===== config.mk =====
export PLATFORM = sky130hd
export DESIGN_NAME = rcrb_register_bank
export DESIGN_NICKNAME = d
export VERILOG_FILES = /design/src/rcrb_pkg.sv /design/src/rcrb_register_bank.sv /design/src/rcrb_threshold_bank.sv
export SDC_FILE = /design/constraint.sdc
export NUM_CORES = 1
export LEC_CHECK = 0
export BUFFER_PORTS_ARGS = -buffer_cell sky130_fd_sc_hd__buf_2
export CAP_MARGIN = 20
export CORE_MARGIN = 4
export CORE_UTILIZATION = 55
export CTS_CLUSTER_DIAMETER = 100
export CTS_CLUSTER_SIZE = 30
export DETAILED_ROUTE_END_ITERATION = 10
export GPL_ROUTABILITY_DRIVEN = 0
export PLACE_DENSITY_LB_ADDON = 0.12
export SLEW_MARGIN = 25
export SYNTH_ARGS = -nofsm -noshare
export SYNTH_HDL_FRONTEND = slang
export SYNTH_SLANG_ARGS = --single-unit

===== constraint.sdc =====
create_clock -name clk_in -period 29.4 [get_ports clk_in]
set_input_delay 2.94 -clock clk_in [delete_from_list [all_inputs] [get_ports clk_in]]
set_output_delay 2.94 -clock clk_in [all_outputs]
set_load 0.02 [all_outputs]

===== src/rcrb_pkg.sv =====
package rcrb_pkg;

    // ----------------------------------------
    // command port
    // ----------------------------------------
    localparam int DATA_W = 16;
    localparam int ADDR_W = 6;
    localparam int NUM_CH = 18;

    typedef enum logic [1:0]
    {
        RCRB_OP_READ  = 2'b00,
        RCRB_OP_WRITE = 2'b01,
        RCRB_OP_RESET = 2'b10
    } rcrb_op_t;

    // ----------------------------------------
    // register indices
    // ----------------------------------------
    localparam logic [5:0] IDX_REJ_DLY   = 6'h00;
    localparam logic [5:0] IDX_BIAS_LVL  = 6'h01;
    localparam logic [5:0] IDX_ANOM_LVL  = 6'h02;
    localparam logic [5:0] IDX_SHAPER    = 6'h03;
    localparam logic [5:0] IDX_REJ_WID   = 6'h04;
    localparam logic [5:0] IDX_HIT_WID   = 6'h05;
    localparam logic [5:0] IDX_HIT_DEAD  = 6'h06;
    localparam logic [5:0] IDX_HIT_DLY   = 6'h07;
    localparam logic [5:0] IDX_PH_EN_LO  = 6'h08;
    localparam logic [5:0] IDX_PH_EN_HI  = 6'h09;
    localparam logic [5:0] IDX_REJ_EN_LO = 6'h0A;
    localparam logic [5:0] IDX_REJ_EN_HI = 6'h0B;
    localparam logic [5:0] IDX_PH_MAX    = 6'h0C;
    localparam logic [5:0] IDX_MODE      = 6'h0D;
    localparam logic [5:0] IDX_STATUS    = 6'h0E;
    localparam logic [5:0] IDX_LAST_CMD  = 6'h0F;
    localparam logic [5:0] IDX_DIAG      = 6'h10;
    localparam logic [5:0] IDX_REJ_CNT   = 6'h11;
    localparam logic [5:0] IDX_BOARD_ID  = 6'h12;
    localparam logic [5:0] IDX_REVISION  = 6'h13;
    localparam logic [5:0] IDX_THR_FIRST = 6'h14;
    localparam logic [5:0] IDX_THR_LAST  = 6'h25;
    localparam logic [5:0] IDX_ACQ_TIME  = 6'h26;

    // ----------------------------------------
    // mode and status fields
    // ----------------------------------------
    localparam int MODE_PRI_BIT = 8;
    localparam int MODE_SEC_BIT = 9;
    localparam int MODE_HV0_BIT = 1;
    localparam int MODE_HV1_BIT = 2;
    localparam int STAT_REJ_BIT = 0;
    localparam int STAT_HV0_BIT = 1;
    localparam int STAT_HV1_BIT = 2;
    localparam int STAT_PRI_BIT = 3;
    localparam int STAT_SEC_BIT = 4;

    // ----------------------------------------
    // reset values
    // ----------------------------------------
    localparam logic [4:0] RST_REJ_DLY = 5'h05;
    localparam logic [11:0] RST_BIAS_LVL = 12'h000;
    localparam logic [11:0] RST_ANOM_LVL = 12'h000;
    localparam logic [6:0] RST_SHAPER = 7'h1C;
    localparam logic [2:0] RST_REJ_WID = 3'h2;
    localparam logic [3:0] RST_HIT_WID = 4'h7;
    localparam logic [2:0] RST_HIT_DEAD = 3'h3;
    localparam logic [4:0] RST_HIT_DLY = 5'h10;
    localparam logic [15:0] RST_PH_EN_LO = 16'hFFFF;
    localparam logic [1:0] RST_PH_EN_HI = 2'h3;
    localparam logic [15:0] RST_REJ_EN_LO = 16'hFFFF;
    localparam logic [1:0] RST_REJ_EN_HI = 2'h3;
    localparam logic [4:0] RST_PH_MAX = 5'h04;
    localparam logic [10:0] RST_MODE = 11'h300;
    localparam logic [15:0] RST_THR = 16'h045A;
    localparam logic [5:0] RST_ACQ_TIME = 6'h00;

    typedef struct packed {
        logic [4:0] rej_dly;
        logic [11:0] bias_lvl;
        logic [11:0] anom_lvl;
        logic [6:0] shaper;
        logic [2:0] rej_wid;
        logic [3:0] hit_wid;
        logic [2:0] hit_dead;
        logic [4:0] hit_dly;
        logic [15:0] ph_en_lo;
        logic [1:0] ph_en_hi;
        logic [15:0] rej_en_lo;
        logic [1:0] rej_en_hi;
        logic [4:0] ph_max;
        logic [10:0] mode;
        logic [5:0] acq_time;
        logic [15:0] last_cmd;
        logic [15:0] diag;
        logic [7:0] rej_cnt;
        logic [7:0] board_id;
        logic last_rej;
        logic rsp_v;
        logic rsp_err;
        logic [15:0] rsp_d;
    } rcrb_state_t;

    function automatic rcrb_state_t rcrb_init();
        rcrb_state_t s;
        s = '0;
        s.rej_dly = RST_REJ_DLY;
        s.bias_lvl = RST_BIAS_LVL;
        s.anom_lvl = RST_ANOM_LVL;
        s.shaper = RST_SHAPER;
        s.rej_wid = RST_REJ_WID;
        s.hit_wid = RST_HIT_WID;
        s.hit_dead = RST_HIT_DEAD;
        s.hit_dly = RST_HIT_DLY;
        s.ph_en_lo = RST_PH_EN_LO;
        s.ph_en_hi = RST_PH_EN_HI;
        s.rej_en_lo = RST_REJ_EN_LO;
        s.rej_en_hi = RST_REJ_EN_HI;
        s.ph_max = RST_PH_MAX;
        s.mode = RST_MODE;
        s.acq_time = RST_ACQ_TIME;
        return s;
    endfunction : rcrb_init

endpackage : rcrb_pkg


===== src/rcrb_register_bank.sv =====
`timescale 1ns/1ps
module rcrb_register_bank #(
    parameter logic [2:0] REVISION = 3'h1
) (
    input wire logic clk_in,
    input wire logic rst_in,
    input wire logic cmd_valid_in,
    input wire logic [1:0] cmd_op_in,
    input wire logic [5:0] cmd_addr_in,
    input wire logic [15:0] cmd_data_in,
    input wire logic [7:0] board_id_in,
    output logic rsp_valid_out,
    output logic [15:0] rsp_data_out,
    output logic rsp_error_out,
    output logic primary_drv_en_out,
    output logic secondary_drv_en_out,
    output logic [1:0] bias_supply_en_out,
    output logic [11:0] bias_supply_level_out,
    output logic [4:0] reject_pulse_delay_out
);

    // ----------------------------------------
    // decode helpers
    // ----------------------------------------
    function automatic logic is_thr(input logic [5:0] a);
        return (a >= rcrb_pkg::IDX_THR_FIRST) && (a <= rcrb_pkg::IDX_THR_LAST);
    endfunction : is_thr

    function automatic logic is_ro(input logic [5:0] a);
        return (a >= rcrb_pkg::IDX_STATUS) && (a <= rcrb_pkg::IDX_REVISION);
    endfunction : is_ro

    function automatic logic is_mapped(input logic [5:0] a);
        return (a <= rcrb_pkg::IDX_ACQ_TIME);
    endfunction : is_mapped

    rcrb_pkg::rcrb_state_t r_q;
    rcrb_pkg::rcrb_state_t r_d;
    logic [15:0] thr_rd;
    logic [4:0] thr_idx;
    logic thr_wr;
    logic thr_clr;
    logic [5:0] status;
    logic is_wr;
    logic is_rd;
    logic is_rst;

    assign is_rd = cmd_valid_in && (cmd_op_in == rcrb_pkg::RCRB_OP_READ);
    assign is_wr = cmd_valid_in && (cmd_op_in == rcrb_pkg::RCRB_OP_WRITE);
    assign is_rst = cmd_valid_in && (cmd_op_in == rcrb_pkg::RCRB_OP_RESET);
    assign thr_idx = 5'(cmd_addr_in - rcrb_pkg::IDX_THR_FIRST);
    assign thr_wr = is_wr && is_thr(cmd_addr_in);
    assign thr_clr = is_rst;

    // ----------------------------------------
    // threshold storage
    // ----------------------------------------
    rcrb_threshold_bank #(
        .NUM_CH(rcrb_pkg::NUM_CH),
        .DATA_W(rcrb_pkg::DATA_W),
        .RST_VAL(rcrb_pkg::RST_THR)
    ) u_thr (
        .clk_in(clk_in),
        .rst_in(rst_in),
        .clear_in(thr_clr),
        .wr_en_in(thr_wr),
        .idx_in(thr_idx),
        .wr_data_in(cmd_data_in),
        .rd_data_out(thr_rd)
    );

    // ----------------------------------------
    // status word
    // ----------------------------------------
    // at power-on the mode enables both driver sets, so status reads 24
    always_comb
    begin
        status = '0;
        status[rcrb_pkg::STAT_REJ_BIT] = r_q.last_rej;
        status[rcrb_pkg::STAT_HV0_BIT] = r_q.mode[rcrb_pkg::MODE_HV0_BIT];
        status[rcrb_pkg::STAT_HV1_BIT] = r_q.mode[rcrb_pkg::MODE_HV1_BIT];
        status[rcrb_pkg::STAT_PRI_BIT] = r_q.mode[rcrb_pkg::MODE_PRI_BIT];
        status[rcrb_pkg::STAT_SEC_BIT] = r_q.mode[rcrb_pkg::MODE_SEC_BIT];
    end

    // ----------------------------------------
    // command handling
    // ----------------------------------------
    always_comb
    begin
        r_d = r_q;
        r_d.rsp_v = 1'b0;
        r_d.board_id = board_id_in;
        if (cmd_valid_in)
        begin
            r_d.rsp_v = 1'b1;
            r_d.rsp_err = 1'b0;
            r_d.rsp_d = '0;
            r_d.last_rej = 1'b0;
            r_d.last_cmd = {cmd_op_in, cmd_addr_in, cmd_data_in[7:0]};
            unique case (cmd_op_in)
                rcrb_pkg::RCRB_OP_RESET:
                begin
                    r_d = rcrb_pkg::rcrb_init();
                    r_d.board_id = board_id_in;
                    r_d.rsp_v = 1'b1;
                end
                rcrb_pkg::RCRB_OP_READ:
                begin
                    unique case (cmd_addr_in)
                        rcrb_pkg::IDX_REJ_DLY: r_d.rsp_d = 16'(r_q.rej_dly);
                        rcrb_pkg::IDX_BIAS_LVL: r_d.rsp_d = 16'(r_q.bias_lvl);
                        rcrb_pkg::IDX_ANOM_LVL: r_d.rsp_d = 16'(r_q.anom_lvl);
                        rcrb_pkg::IDX_SHAPER: r_d.rsp_d = 16'(r_q.shaper);
                        rcrb_pkg::IDX_REJ_WID: r_d.rsp_d = 16'(r_q.rej_wid);
                        rcrb_pkg::IDX_HIT_WID: r_d.rsp_d = 16'(r_q.hit_wid);
                        rcrb_pkg::IDX_HIT_DEAD: r_d.rsp_d = 16'(r_q.hit_dead);
                        rcrb_pkg::IDX_HIT_DLY: r_d.rsp_d = 16'(r_q.hit_dly);
                        rcrb_pkg::IDX_PH_EN_LO: r_d.rsp_d = r_q.ph_en_lo;
                        rcrb_pkg::IDX_PH_EN_HI: r_d.rsp_d = 16'(r_q.ph_en_hi);
                        rcrb_pkg::IDX_REJ_EN_LO: r_d.rsp_d = r_q.rej_en_lo;
                        rcrb_pkg::IDX_REJ_EN_HI: r_d.rsp_d = 16'(r_q.rej_en_hi);
                        rcrb_pkg::IDX_PH_MAX: r_d.rsp_d = 16'(r_q.ph_max);
                        rcrb_pkg::IDX_MODE: r_d.rsp_d = 16'(r_q.mode);
                        rcrb_pkg::IDX_STATUS: r_d.rsp_d = 16'(status);
                        rcrb_pkg::IDX_LAST_CMD: r_d.rsp_d = r_q.last_cmd;
                        rcrb_pkg::IDX_DIAG: r_d.rsp_d = r_q.diag;
                        rcrb_pkg::IDX_REJ_CNT: r_d.rsp_d = 16'(r_q.rej_cnt);
                        rcrb_pkg::IDX_BOARD_ID: r_d.rsp_d = 16'(r_q.board_id);
                        rcrb_pkg::IDX_REVISION: r_d.rsp_d = 16'(REVISION);
                        rcrb_pkg::IDX_ACQ_TIME: r_d.rsp_d = 16'(r_q.acq_time);
                        default:
                        begin
                            if (is_thr(cmd_addr_in))
                            begin
                                r_d.rsp_d = thr_rd;
                            end
                            else
                            begin
                                r_d.rsp_err = 1'b1;
                                r_d.last_rej = 1'b1;
                                r_d.rej_cnt = 8'(r_q.rej_cnt + 8'h01);
                            end
                        end
                    endcase
                end
                rcrb_pkg::RCRB_OP_WRITE:
                begin
                    // rejected writes leave the diagnostic count untouched
                    if (is_ro(cmd_addr_in) || !is_mapped(cmd_addr_in))
                    begin
                        r_d.rsp_err = 1'b1;
                        r_d.last_rej = 1'b1;
                        r_d.rej_cnt = 8'(r_q.rej_cnt + 8'h01);
                    end
                    else
                    begin
                        r_d.diag = 16'(r_q.diag + 16'h0001);
                    end
                    unique case (cmd_addr_in)
                        rcrb_pkg::IDX_REJ_DLY: r_d.rej_dly = cmd_data_in[4:0];
                        rcrb_pkg::IDX_BIAS_LVL: r_d.bias_lvl = cmd_data_in[11:0];
                        rcrb_pkg::IDX_ANOM_LVL: r_d.anom_lvl = cmd_data_in[11:0];
                        rcrb_pkg::IDX_SHAPER: r_d.shaper = cmd_data_in[6:0];
                        rcrb_pkg::IDX_REJ_WID: r_d.rej_wid = cmd_data_in[2:0];
                        rcrb_pkg::IDX_HIT_WID: r_d.hit_wid = cmd_data_in[3:0];
                        rcrb_pkg::IDX_HIT_DEAD: r_d.hit_dead = cmd_data_in[2:0];
                        rcrb_pkg::IDX_HIT_DLY: r_d.hit_dly = cmd_data_in[4:0];
                        rcrb_pkg::IDX_PH_EN_LO: r_d.ph_en_lo = cmd_data_in;
                        rcrb_pkg::IDX_PH_EN_HI: r_d.ph_en_hi = cmd_data_in[1:0];
                        rcrb_pkg::IDX_REJ_EN_LO: r_d.rej_en_lo = cmd_data_in;
                        rcrb_pkg::IDX_REJ_EN_HI: r_d.rej_en_hi = cmd_data_in[1:0];
                        rcrb_pkg::IDX_PH_MAX: r_d.ph_max = cmd_data_in[4:0];
                        rcrb_pkg::IDX_MODE: r_d.mode = cmd_data_in[10:0];
                        rcrb_pkg::IDX_ACQ_TIME: r_d.acq_time = cmd_data_in[5:0];
                        default:
                        begin
                        end
                    endcase
                end
                default:
                begin
                    r_d.rsp_err = 1'b1;
                    r_d.last_rej = 1'b1;
                    r_d.rej_cnt = 8'(r_q.rej_cnt + 8'h01);
                end
            endcase
        end
    end

    always_ff @(posedge clk_in or posedge rst_in)
    begin
        if (rst_in)
        begin
            r_q <= rcrb_pkg::rcrb_init();
        end
        else
        begin
            r_q <= r_d;
        end
    end

    // ----------------------------------------
    // outputs
    // ----------------------------------------
    assign rsp_valid_out = r_q.rsp_v;
    assign rsp_data_out = r_q.rsp_d;
    assign rsp_error_out = r_q.rsp_err;
    assign primary_drv_en_out = r_q.mode[rcrb_pkg::MODE_PRI_BIT];
    assign secondary_drv_en_out = r_q.mode[rcrb_pkg::MODE_SEC_BIT];
    assign bias_supply_en_out = {r_q.mode[rcrb_pkg::MODE_HV1_BIT], r_q.mode[rcrb_pkg::MODE_HV0_BIT]};
    assign bias_supply_level_out = r_q.bias_lvl;
    assign reject_pulse_delay_out = r_q.rej_dly;

    // ----------------------------------------
    // assertions
    // ----------------------------------------
    logic mode_wr;
    assign mode_wr = is_wr && (cmd_addr_in == rcrb_pkg::IDX_MODE);

    property p_both_drv;
        @(posedge clk_in) disable iff (rst_in)
        mode_wr && (cmd_data_in == 16'h0300) |=> primary_drv_en_out && secondary_drv_en_out;
    endproperty
    a_both_drv: assert property (p_both_drv) else $error("768 did not enable both drivers");

    property p_pri_only;
        @(posedge clk_in) disable iff (rst_in)
        mode_wr && (cmd_data_in == 16'h0100) |=> primary_drv_en_out && !secondary_drv_en_out;
    endproperty
    a_pri_only: assert property (p_pri_only) else $error("256 did not select primary only");

    property p_sec_only;
        @(posedge clk_in) disable iff (rst_in)
        mode_wr && (cmd_data_in == 16'h0200) |=> !primary_drv_en_out && secondary_drv_en_out;
    endproperty
    a_sec_only: assert property (p_sec_only) else $error("512 did not select secondary only");

    property p_no_drv;
        @(posedge clk_in) disable iff (rst_in)
        mode_wr && (cmd_data_in == 16'h0000) |=> !primary_drv_en_out && !secondary_drv_en_out;
    endproperty
    a_no_drv: assert property (p_no_drv) else $error("0 did not disable drivers");

    property p_mode_rb;
        @(posedge clk_in) disable iff (rst_in)
        mode_wr ##1 (is_rd && cmd_addr_in == rcrb_pkg::IDX_MODE)
        |=> rsp_valid_out && (rsp_data_out == {5'h00, $past(cmd_data_in[10:0], 2)});
    endproperty
    a_mode_rb: assert property (p_mode_rb) else $error("mode readback mismatch");

    property p_hv_en;
        @(posedge clk_in) disable iff (rst_in)
        mode_wr && (cmd_data_in == 16'h037E)
        |=> (bias_supply_en_out == 2'h3) && primary_drv_en_out && secondary_drv_en_out;
    endproperty
    a_hv_en: assert property (p_hv_en) else $error("894 did not enable bias supplies");

    property p_rst_cmd;
        @(posedge clk_in) disable iff (rst_in)
        is_rst |=> (reject_pulse_delay_out == 5'h05) && (bias_supply_level_out == 12'h000)
            && primary_drv_en_out && secondary_drv_en_out && (bias_supply_en_out == 2'h0);
    endproperty
    a_rst_cmd: assert property (p_rst_cmd) else $error("reset command left stale values");

    property p_dly_rb;
        @(posedge clk_in) disable iff (rst_in)
        is_wr && (cmd_addr_in == rcrb_pkg::IDX_REJ_DLY) |=> reject_pulse_delay_out == $past(cmd_data_in[4:0]);
    endproperty
    a_dly_rb: assert property (p_dly_rb) else $error("reject delay did not store five bits");

    property p_ro_ignored;
        @(posedge clk_in) disable iff (rst_in)
        is_wr && is_ro(cmd_addr_in) |=> rsp_error_out && $stable(r_q.diag) && $stable(r_q.mode);
    endproperty
    a_ro_ignored: assert property (p_ro_ignored) else $error("read-only write took effect");

    property p_answer;
        @(posedge clk_in) disable iff (rst_in)
        cmd_valid_in |=> rsp_valid_out ##1 (rsp_valid_out == $past(cmd_valid_in));
    endproperty
    a_answer: assert property (p_answer) else $error("command not answered once");

    property p_por_level;
        @(posedge clk_in)
        $fell(rst_in)
        |-> (bias_supply_level_out == 12'h000);
    endproperty
    a_por_level: assert property (p_por_level) else $error("bias level not zero after reset");

    property p_por_mode;
        @(posedge clk_in)
        $fell(rst_in)
        |-> primary_drv_en_out && secondary_drv_en_out && (reject_pulse_delay_out == 5'h05);
    endproperty
    a_por_mode: assert property (p_por_mode) else $error("power-on mode or delay wrong");

    property p_bias_wr;
        @(posedge clk_in) disable iff (rst_in)
        is_wr && (cmd_addr_in == rcrb_pkg::IDX_BIAS_LVL)
        |=> bias_supply_level_out == $past(cmd_data_in[11:0]);
    endproperty
    a_bias_wr: assert property (p_bias_wr) else $error("bias level bits not stored");

    property p_mode_bits;
        @(posedge clk_in) disable iff (rst_in)
        is_rd && (cmd_addr_in == rcrb_pkg::IDX_MODE)
        |=> rsp_data_out[9:8] == {secondary_drv_en_out, primary_drv_en_out};
    endproperty
    a_mode_bits: assert property (p_mode_bits) else $error("mode bits 8 and 9 differ from drivers");

    property p_ro_count;
        @(posedge clk_in) disable iff (rst_in)
        is_wr && is_ro(cmd_addr_in)
        |=> r_q.rej_cnt == 8'($past(r_q.rej_cnt) + 8'h01);
    endproperty
    a_ro_count: assert property (p_ro_count) else $error("refused write not counted");

    // ----------------------------------------
    // coverage
    // ----------------------------------------
    c_mode_rb: cover property (@(posedge clk_in) disable iff (rst_in) mode_wr ##1 is_rd);
    c_rst_cmd: cover property (@(posedge clk_in) disable iff (rst_in) is_rst);
    c_thr_rb: cover property (@(posedge clk_in) disable iff (rst_in) thr_wr ##1 (is_rd && is_thr(cmd_addr_in)));
    c_hv_mode: cover property (@(posedge clk_in) disable iff (rst_in) mode_wr && (cmd_data_in == 16'h037E));
    c_refused: cover property (@(posedge clk_in) disable iff (rst_in) rsp_valid_out && rsp_error_out);

endmodule : rcrb_register_bank


===== src/rcrb_threshold_bank.sv =====
`timescale 1ns/1ps
module rcrb_threshold_bank #(
    parameter int NUM_CH = 18,
    parameter int DATA_W = 16,
    parameter logic [15:0] RST_VAL = 16'h045A
) (
    input wire logic clk_in,
    input wire logic rst_in,
    input wire logic clear_in,
    input wire logic wr_en_in,
    input wire logic [4:0] idx_in,
    input wire logic [DATA_W-1:0] wr_data_in,
    output logic [DATA_W-1:0] rd_data_out
);

    typedef struct packed {
        logic [NUM_CH-1:0][DATA_W-1:0] thr;
    } rcrb_thr_state_t;

    rcrb_thr_state_t r_q;
    rcrb_thr_state_t r_d;

    // out-of-range index reads zero rather than aliasing a channel
    assign rd_data_out = (int'(idx_in) < NUM_CH) ? r_q.thr[idx_in] : '0;

    always_comb
    begin
        r_d = r_q;
        if (clear_in)
        begin
            for (int i = 0; i < NUM_CH; i++)
            begin
                r_d.thr[i] = RST_VAL[DATA_W-1:0];
            end
        end
        else if (wr_en_in && (int'(idx_in) < NUM_CH))
        begin
            r_d.thr[idx_in] = wr_data_in;
        end
    end

    always_ff @(posedge clk_in or posedge rst_in)
    begin
        if (rst_in)
        begin
            for (int i = 0; i < NUM_CH; i++)
            begin
                r_q.thr[i] <= RST_VAL[DATA_W-1:0];
            end
        end
        else
        begin
            r_q <= r_d;
        end
    end

endmodule : rcrb_threshold_bank


=== Yosys cells after proc, flatten, opt, wreduce, memory -nomap -nowiden ===
Cells that the tools add are included.

* Add/sub/neg operators: 3
* Magnitude comparators: 8
* Equal/unequal tests: 41
* Multiplexer cells: 39
* Reductions and logical operators: 31

{| class="wikitable"
|+ Operators by type and width
! cell !! number
|-
| 288-bit two-way mux || 2
|-
| 16-bit case mux with 21 select lines || 1
|-
| 288-bit bitwise mux || 1
|-
| 109-bit case mux with 2 select lines || 1
|-
| 16-bit two-way mux || 9
|-
| 16-bit binary-select mux with 5-bit select || 1
|-
| 16-bit demux with 5-bit select || 1
|-
| 6-bit by 4-bit equality test with 1-bit output (second input constant) || 8
|-
| 3-bit AND reduction || 16
|-
| 2-bit by 1-bit != test with 1-bit output (second input constant) || 16
|-
| 16-bit case mux with 2 select lines || 1
|-
| 6-bit by 3-bit equality test with 1-bit output (second input constant) || 4
|-
| 6-bit by 5-bit equality test with 1-bit output (second input constant) || 4
|-
| 12-bit two-way mux || 2
|-
| 8-bit two-way mux || 3
|-
| 8-bit case mux with 3 select lines || 1
|-
| 21-bit OR reduction || 1
|-
| 18-bit two-way mux || 1
|-
| 16-bit by 1-bit adder with 16-bit output (second input constant) || 1
|-
| 5-bit two-way mux || 3
|-
| 6-bit by 2-bit equality test with 1-bit output (second input constant) || 2
|-
| 6-bit <= comparator (second input constant) || 2
|-
| 11-bit two-way mux || 1
|-
| 8-bit by 1-bit adder with 8-bit output (second input constant) || 1
|-
| 26 further kinds || 39
|}

* Register bits after elaboration: 463
* Input port bits: 35
* Output and inout bits: 39
* Word-level logic and storage cells: 162

=== Depth between registers and ports, before layout ===
Gate-level depths: netlist of run 1.

* Depth after elaboration: 8
* Gate-level depth with buffers: 13
* Depth with buffers taken out: 9

=== Modules after synthesis ===
Synthesis of run 1 repeated with hierarchy kept, for this count alone.

* Cells, all modules: 2,487
* Area total of the unflattened synthesis: 23,087.1 µm²

{| class="wikitable"
|+ Modules (own cells, without submodules)
! module !! instances !! cells an instance !! area each (µm²) !! seq. area each (µm²)
|-
| rcrb_threshold_bank || 1 || 1,588 || 14,308.7 || 7,319.5
|-
| rcrb_register_bank || 1 || 899 || 8,778.4 || 4,443.0
|}

=== Least setup slack after synthesis of run 1 ===
Ideal clock, no wire load.

* Path type: in2reg
* Start: in cmd_addr_in[2]
* End: reg u_thr.r_q[256] in the netlist's numbering
* Library setup time: 78 ps
* Arrival time: 5,691 ps
* Data required time: 29,322 ps
* Path slack: 23,631 ps
* Stages on the path: 11
* Path buffers: 4
* Cells stage by stage: buf_1 -> clkinv_1 -> ha_1 -> buf_2 -> xor2_1 -> nor4_1 -> and2_1 -> clkbuf_1 -> clkbuf_1 -> nand2_1 -> a21oi_1

* Longest elaborated chain between the ends: 8
* Elaborated cells between the ends (all ways): 16
* Those cells by class: 1 x add/sub; 5 x order compare; 5 x mux; 5 x reduce/logical

{| class="wikitable"
|+ Ends and longest elaborated chain
! what !! line !! RTL
|-
| start, declared || rcrb_register_bank.sv:9 || <nowiki>input wire logic [5:0] cmd_addr_in,</nowiki>
|-
| 5-bit subtractor || rcrb_register_bank.sv:51 || <nowiki>assign thr_idx = 5'(cmd_addr_in - rcrb_pkg::IDX_THR_FIRST);</nowiki>
|-
| 5-bit by 6-bit less-than comparator with 1-bit output (not written as such) / 5-bit by 1-bit greater-or-equal comparator with 1-bit output (equally long branches) || rcrb_threshold_bank.sv:38 || <nowiki>r_d.thr[idx_in] = wr_data_in;</nowiki>
|-
| 1-bit logical AND (not written as such) || rcrb_threshold_bank.sv:38 ||
|-
| 16-bit two-way mux (not written as such) || rcrb_threshold_bank.sv:38 ||
|-
| 16-bit demux with 5-bit select || - ||
|-
| 288-bit bitwise mux || rcrb_threshold_bank.sv:38 ||
|-
| 288-bit two-way mux || rcrb_threshold_bank.sv:36 || <nowiki>else if (wr_en_in && (int'(idx_in) < NUM_CH))</nowiki>
|-
| 288-bit two-way mux || rcrb_threshold_bank.sv:29 || <nowiki>if (clear_in)</nowiki>
|-
| end signal, assigned || rcrb_threshold_bank.sv:53 || <nowiki>r_q <= r_d;</nowiki>
|-
| end, declared || rcrb_threshold_bank.sv:20 || <nowiki>rcrb_thr_state_t r_q;</nowiki>
|}

Several ways; a longest one is shown, not always the timed one. The select of a mux whose other input is x is not followed.
A chain may end at the register's enable or synchronous reset.

=== Final worst setup path of run 1 ===
* Start: in cmd_addr_in[2]
* End: reg u_thr.r_q[149] in the netlist's numbering

The elaborated chain is that of the path after synthesis.

==> results of run 1 <==
==> cells in the mapped netlist (all sizes together), types with 5 or more instances <==
| master | number |
|---|---|
| a22oi | 73 |
| mux2 | 23 |
| nand2b | 5 |
| o211ai | 5 |
| a21oi | 190 |
| a22o | 12 |
| mux4 | 64 |
| clkbuf | 152 |
| ha | 6 |
| o31ai | 6 |
| o2bb2ai | 17 |
| and3 | 14 |
| buf | 79 |
| a32oi | 8 |
| dfrtp | 322 |
| nor4 | 6 |
| o21ai | 234 |
| or3 | 5 |
| nand4 | 11 |
| nand3 | 235 |
| nor2 | 119 |
| a221oi | 13 |
| inv | 15 |
| a222oi | 5 |
| nor3 | 90 |
| nor2b | 7 |
| nand2 | 263 |
| dfstp | 141 |
| xor2 | 7 |
| and2 | 11 |
==> worst max-delay path by stage <==
| stage | endpoint | slack [ns] | cells past startpoint |
|---|---|---|---|
| after detailed placement | u_thr.r_q[153] | 22.94 | 10 |
| after global routing | u_thr.r_q[144] | 23.10 | 10 |
| after global placement | u_thr.r_q[272] | 23.04 | 8 |
| after floorplan | bias_supply_en_out[0] | 13.78 | 1 |
| after CTS | u_thr.r_q[149] | 23.51 | 10 |
| final | u_thr.r_q[149] | 23.41 | 10 |
==> layer usage <==
metal | vias up | wire length, um | GRT usage (%)
met4 | 0 | 2850 | 10.5
met5 | - | 0 | 0
li1 | 7619 | - | -
met2 | 707 | 30900 | 47.3
met3 | 152 | 4610 | 4.49
met1 | 8591 | 26900 | 42.4
==> cell families after synthesis <==
family	count (synthesis)	share of synthesized area (%)
AOI/OAI and AO/OA	590	16.0
DFF	463	54.0
and+or+nand+nor	779	16.3
adders and majority gates	6	0.345
muxes	91	7.99
buffers and inverters	247	4.96
xor gates and xnor gates	10	0.402
==> power breakdown <==
group,internal (mW),switching (mW)
registers,0.669,0.0221
clock network,0.123,0.203
logic,0.0357,0.0901
total,0.828,0.315
==> cells in the final DEF (no fill, tap or decap), types with 9 or more instances in the layout <==
| cell type | netlist | final |
|---|---|---|
| inv_1 | 15 | 14 |
| mux2_2 | 23 | 23 |
| o2bb2ai_1 | 17 | 17 |
| dfrtp_1 | 322 | 322 |
| nor3_1 | 90 | 89 |
| o21ai_0 | 233 | 231 |
| clkbuf_16 | 0 | 19 |
| nand2_1 | 263 | 262 |
| nor2_1 | 119 | 110 |
| a21oi_1 | 190 | 190 |
| and3_1 | 13 | 13 |
| a221oi_1 | 13 | 13 |
| buf_4 | 37 | 33 |
| and2_1 | 9 | 9 |
| nand4_1 | 11 | 11 |
| mux4_2 | 64 | 64 |
| buf_2 | 12 | 71 |
| nand3_1 | 235 | 235 |
| a22o_1 | 12 | 12 |
| a22oi_1 | 73 | 73 |
| dfstp_2 | 141 | 141 |
==> cell type report <==
type	count	area, um2	share of cell area [%]
Clock buffer	27	505	2.23
Clock inverter	3	22.5	0.0993
Inverter	16	67.6	0.298
Multi-Input combinational cell	1476	9000	39.7
Sequential cell	463	11800	51.9
Tap cell	518	648	2.86
Timing Repair Buffer	107	671	2.96
==> registers in the layout, summed over array words and instances, names as in the netlist <==
name / count
rsp_error_out: 1
secondary_drv_en_out: 1
primary_drv_en_out: 1
u_thr.r_q: 288
rsp_data_out: 16
bias_supply_level_out: 12
reject_pulse_delay_out: 5
rsp_valid_out: 1
bias_supply_en_out: 2
r_q: 136
==> through the flow <==
stage / instances / setup WS [ns] / util [%]
finish: 2610 / 23.41 / 58.3
detailed placement: 2579 / 22.94 / 56.8
global route: 2610 / 23.10 / 58.3
floorplan: 2186 / 13.78 / -
CTS: 2609 / 23.51 / 58.2
global placement: 2579 / 23.04 / 56.8
==> worst max-delay path, stage by stage <==
cell and delay, ns:
buf_2 0.28, clkinv_1 0.32, ha_1 0.47, xor2_1 0.54, nand2b_1 0.25, nor2_1 0.14, buf_4 0.31, nand3_1 0.69
nand3_1 0.31, o21ai_0 0.11
==> flow_metrics.py, run 1 <==
metrics = {
    "run_status": {
        "status": "finished, final reports clean",
    },
    "worst_setup_path": {
        "worstPathRequired_ns": 29.79,
        "worstReg2RegStart": "r_q[37]",
        "ff2ff_setup_slack_ns": 27.24,
        "crit_arrival_ns": 6.38,
        "startpoint": "cmd_addr_in[2]",
        "reg2reg_to": "r_q[48]",
        "cp-end-kind": "register",
        "start_kind": "primary input",
        "worstPathMaxFanout": 21,
        "crit_type": "primary input to register",
        "reg2reg_depth": 7,
    },
    "logic_synthesis": {
        "post-synth-top-area-cell": "dfrtp_1",
        "ys_types": 63,
        "synthFlopType": "dfrtp_1",
        "async_reset_ff_share_pct": 100,
        "yosysWarnings": 0,
        "synth-seq-cells": 463,
        "syn-num-nets": 2227,
        "synth_edf_count": 0,
        "syn_avg_cell_area_um2": 9.96,
        "syn_area_mm2": 0.0218,
        "synthDominantCellAreaShare_pct": 37.0,
        "seq_area_frac_synth_pct": 54.0,
        "synth_top_cells_by_area": "dfrtp_1 (37%), dfstp_2 (17%), mux4_2 (6.6%)",
        "synthCells": 2186,
    },
    "clock_tree": {
        "clock-root-buffer": "clkbuf_16",
        "postCtsHoldBufs": 0,
        "clk_pin_slew_ns": 0.12,
        "cts_resized": 0,
        "cts_buffer_depth": 3,
        "cts_setup_buffers": 0,
        "cts_sinks": 463,
        "ctsHtreeMaxLevel": 1,
        "insertion_delay_ns": 0.56,
        "cts-buffers-inserted": 19,
        "cts_tree": "built",
    },
    "layout": {
        "num_antenna_cells": 0,
        "drive_above_1_share_pct": 18.3,
        "syn2layout_area_growth_pct": 4.14,
        "nets": 2124,
        "num-fill-cells": 3401,
        "finalInstanceArea_mm2": 0.0227,
    },
    "sta": {
        "fin_tns_setup_ns": 0,
        "finalHoldViolations": 0,
        "slew_viol_final": 0,
        "setup_viol": 0,
        "grt_setup_unrepaired": "false",
        "skew_ns": 0.0313,
        "fin_crit_ns": 5.99,
        "fmax_mhz": 167,
        "max_slew_margin_pct": 31.3,
        "tightest_slew_ns": 1.02,
        "min_period_over_period_pct": 20.4,
        "fin_hold_ws_ns": 0.489,
    },
    "global_route": {
        "grt_pass1_vias": 16300,
        "grt_usage_pct": 29.8,
        "grt_first_pass_wirelength_um": 102000,
        "grt_max_degree": 172,
        "grt-ovfl-total": 0,
        "antenna_found_initial": 0,
    },
    "min_path": {
        "min_to": "r_q[143]",
        "hold_depth": 2,
        "hp-class": "register to register",
        "worstHoldStart": "r_q[143]",
    },
    "floorplan": {
        "die-area_mm2": 0.0428,
        "initial_utilization_pct": 56.0,
        "fp-row-count": 72,
        "ios": 74,
        "die_width_um": 207,
        "fp.coreArea_mm2": 0.0389,
        "die_h_um": 207,
    },
    "drt": {
        "drt-wirelength-per-cell_um": 25.0,
        "ant_nets": 0,
        "viasPerCell": 6.54,
        "vias": 17100,
        "dr.pass1.iters": 6,
        "routed_wl_um": 65300,
        "drt-initial-drc-count": 1916,
        "drc": 0,
    },
    "place": {
        "dpl-instance-area_mm2": 0.0221,
        "port_buffers": 73,
        "dpl.hpwl_um": 42800,
    },
    "pwr": {
        "power_mw": 1.14,
        "power_leakage_nw": 9.38,
        "power_density_mw_per_mm2": 50.4,
        "vdd_ir_drop_max_mv": 0.0325,
    },
    "run": {
        "maxCapViolations": 0,
    },
}
Note: power is estimated with default switching activity, not from simulation.
==> run 2: changes to the inputs <==
--- a/config.mk
+++ b/config.mk
@@ -5,6 +5,7 @@
 export SDC_FILE = /design/constraint.sdc
 export NUM_CORES = 1
 export LEC_CHECK = 0
+export ABC_AREA = 1
 export BUFFER_PORTS_ARGS = -buffer_cell sky130_fd_sc_hd__buf_2
 export CAP_MARGIN = 20
 export CORE_MARGIN = 4
==> constraint.sdc (replaced) <==
create_clock -name clk_in -period 6.1 [get_ports clk_in]
set_input_delay 0.61 -clock clk_in [delete_from_list [all_inputs] [get_ports clk_in]]
set_output_delay 0.61 -clock clk_in [all_outputs]
set_load 0.02 [all_outputs]
==> run 2 against run 1 <==
- via count grew 27%
- global-route usage grew 3.8 points
- clock power grew to 4.9 times the previous value
- power rose to 5.0 times the previous value
- synthesized area rose by 7.8%
- sequential share of layout area is 3.9 points lower
- critical path type unchanged
- critical endpoint is now u_thr.r_q[143]
==> flow_metrics.py, run 2 <==
metrics = {
    "run_status": {
        "status": "finished, final reports clean",
    },
    "drt": {
        "routed_wl_um": 78900,
        "viasPerCell": 5.90,
        "dr.pass1.iters": 6,
        "drt-initial-drc-count": 2924,
        "ant_nets": 0,
        "drc": 0,
        "vias": 21600,
        "drt-wirelength-per-cell_um": 21.5,
    },
    "logic_synthesis": {
        "syn_avg_cell_area_um2": 7.42,
        "synth_edf_count": 0,
        "synthDominantCellAreaShare_pct": 34.3,
        "seq_area_frac_synth_pct": 50.1,
        "synth_most_common_cell": "nand2_1",
        "synthFlopType": "dfrtp_1",
        "netlist_top_cells_count": "nand2_1 (918), nor2_1 (543), dfrtp_1 (322)",
        "post-synth-top-area-cell": "dfrtp_1",
        "synth-seq-cells": 463,
        "syn_area_mm2": 0.0235,
        "async_reset_ff_share_pct": 100,
        "yosysWarnings": 0,
        "syn-num-nets": 3208,
        "ys_types": 35,
        "synthCells": 3167,
        "synth_top_cells_by_area": "dfrtp_1 (34%), dfstp_2 (16%), nand2_1 (15%)",
    },
    "place": {
        "dpl-instance-area_mm2": 0.0239,
        "dpl.hpwl_um": 54000,
        "port_buffers": 73,
        "place_ws_ns": 1.55,
    },
    "worst_setup_path": {
        "cp_common_cell": "nand2_1",
        "crit_arrival_ns": 4.67,
        "path_cells": "buf_2, inv_1, ha_1, inv_1, nand2_1, nand2_2, nand3_1, nor2_1, nand2_1, nand2_1, inv_2, nand2_1, o21ai_0",
        "worstPathRequired_ns": 6.56,
        "crit_type": "primary input to register",
        "start_kind": "primary input",
        "max_stage_delay_ns": 0.96,
        "worstPathMaxFanout": 18,
        "cp_slowest_cell": "nor2_1",
        "cp-end-kind": "register",
    },
    "sta": {
        "fmax_mhz": 238,
        "setup_slack_ns": 1.89,
        "tightest_slew_ns": 1.17,
        "grt_setup_unrepaired": "false",
        "slew_viol_final": 0,
        "finalHoldViolations": 0,
        "max_slew_margin_pct": 21.5,
        "fin_crit_ns": 4.21,
        "skew_ns": 0.0303,
        "fin_hold_ws_ns": 0.127,
        "setup_viol": 0,
        "min_period_over_period_pct": 69.0,
    },
    "clock_tree": {
        "cts-buffers-inserted": 19,
        "cts_sinks": 463,
        "cts_tree": "built",
        "cts_resized": 0,
        "clock-root-buffer": "clkbuf_16",
        "postCtsHoldBufs": 0,
        "insertion_delay_ns": 0.59,
        "clk_pin_slew_ns": 0.12,
        "cts_setup_buffers": 0,
        "ctsHtreeMaxLevel": 1,
        "cts_buffer_depth": 3,
    },
    "floorplan": {
        "fp.coreArea_mm2": 0.0420,
        "ios": 74,
        "die_h_um": 215,
        "die_width_um": 215,
        "initial_utilization_pct": 55.9,
        "die-area_mm2": 0.0461,
        "fp-row-count": 75,
    },
    "global_route": {
        "grt_max_degree": 187,
        "grt_pass1_vias": 20400,
        "grt-ovfl-total": 0,
        "antenna_found_initial": 1,
        "grt_usage_pct": 33.5,
        "grt_first_pass_wirelength_um": 122000,
    },
    "layout": {
        "finalInstanceArea_mm2": 0.0245,
        "most-common-layout-cells": "nand2_1 (914), nor2_1 (541), dfrtp_1 (322)",
        "num_antenna_cells": 0,
        "syn2layout_area_growth_pct": 4.34,
        "largest_reg_flops": 288,
        "nets": 3156,
        "multi_input_area_mm2": 0.00984,
        "regArea_mm2": 0.0118,
        "num-fill-cells": 4085,
        "drive_above_1_share_pct": 11.1,
        "fin_util_pct": 58.3,
        "regMostFlops": "u_thr.r_q",
        "layout_commonest_cell": "nand2_1",
    },
    "pwr": {
        "intPower_mw": 4.03,
        "p_seq_share_pct": 58.8,
        "vdd_ir_drop_max_mv": 0.228,
        "p_switching_mw": 1.67,
        "clkPwrFrac_pct": 28.3,
        "power_leakage_nw": 12.2,
        "p_comb_share_pct": 12.9,
        "switching_share_pct": 29.3,
        "power_density_mw_per_mm2": 233,
        "power_mw": 5.70,
    },
    "min_path": {
        "hp-class": "primary input to register",
    },
    "run": {
        "maxCapViolations": 0,
    },
}
==> run 2: cell types whose count changed in the layout (fill, tap and decap cells not counted), moves of 53 or more <==
cell,change
nand3_1,+67
nor3_1,-79
nand2_1,+652
a21oi_1,-129
mux4_2,-64
o21ai_0,+53
a22oi_1,-73
inv_1,+217
nor2_1,+431
==> run 2: worst paths after layout <==
path                                start               end  slack, ns  depth (start not counted)
min                        board_id_in[0]           r_q[19]       0.13                          1
min in group asynchronous          rst_in     u_thr.r_q[12]       0.24                          3
max reg2reg                 u_thr.r_q[90]  rsp_data_out[10]       4.08                         10
max in group asynchronous          rst_in          r_q[130]       4.44                          5
max                        cmd_addr_in[2]    u_thr.r_q[143]       1.89                         13
min reg2reg                 u_thr.r_q[84]     u_thr.r_q[84]       0.48                          2
==> run 2: final cells by class <==
type | count | share of cell area (%)
Multi-Input combinational cell | 2261 | 40.2
Tap cell | 539 | 2.75
Inverter | 264 | 4.06
Clock inverter | 3 | 0.117
Clock buffer | 31 | 2.12
Sequential cell | 463 | 48.0
Timing Repair Buffer | 106 | 2.79
==> run 2: critical path: cells and delay by family <==
family / cells / cell delay [ns]
AOI/OAI and AO/OA: 1 / 0.08
adders and majority gates: 1 / 0.41
buffers and inverters: 4 / 0.72
and+or+nand+nor: 7 / 2.83
==> run 2: cell families (layout without fill, tap and decap cells) <==
logic type / after synthesis / count (layout) / synth area share (%)
xor+xnor: 17 / 17 / 0.634
fa+ha+maj: 6 / 6 / 0.320
buf+inv: 443 / 404 / 8.17
mux: 1 / 1 / 0.0479
flops: 463 / 463 / 50.1
compound gates: 393 / 393 / 8.72
simple gates: 1844 / 1844 / 32.0
==> run 2: power groups by stage <==
stage | Sequential, mW | Clock, mW | Combinational [mW]
2_1_floorplan | 3.38 | 0 | 0.488
3_3_place_gp | 3.40 | 0 | 0.701
3_5_place_dp | 3.40 | 0 | 0.715
4_1_cts | 3.35 | 1.63 | 0.718
5_1_grt | 3.37 | 1.74 | 0.799
6_report | 3.35 | 1.61 | 0.735
==> run 2: per-stage QoR <==
stage | TNS, ns | cells
2_1_floorplan | -213.11 | 3167
3_3_place_gp | 0 | 3632
3_5_place_dp | 0 | 3632
4_1_cts | 0 | 3666
5_1_grt | 0 | 3667
6_report | 0 | 3667
==> run 2: routing by layer <==
layer  global-route usage (%)  vias to the layer above  part of all wire, %
met5                        0                        -                0.016
met4                     12.7                        2                  4.5
met3                     7.26                      211                   11
met2                     48.7                     1218                   43
met1                     49.6                    10400                   42
li1                         -                     9823                    -
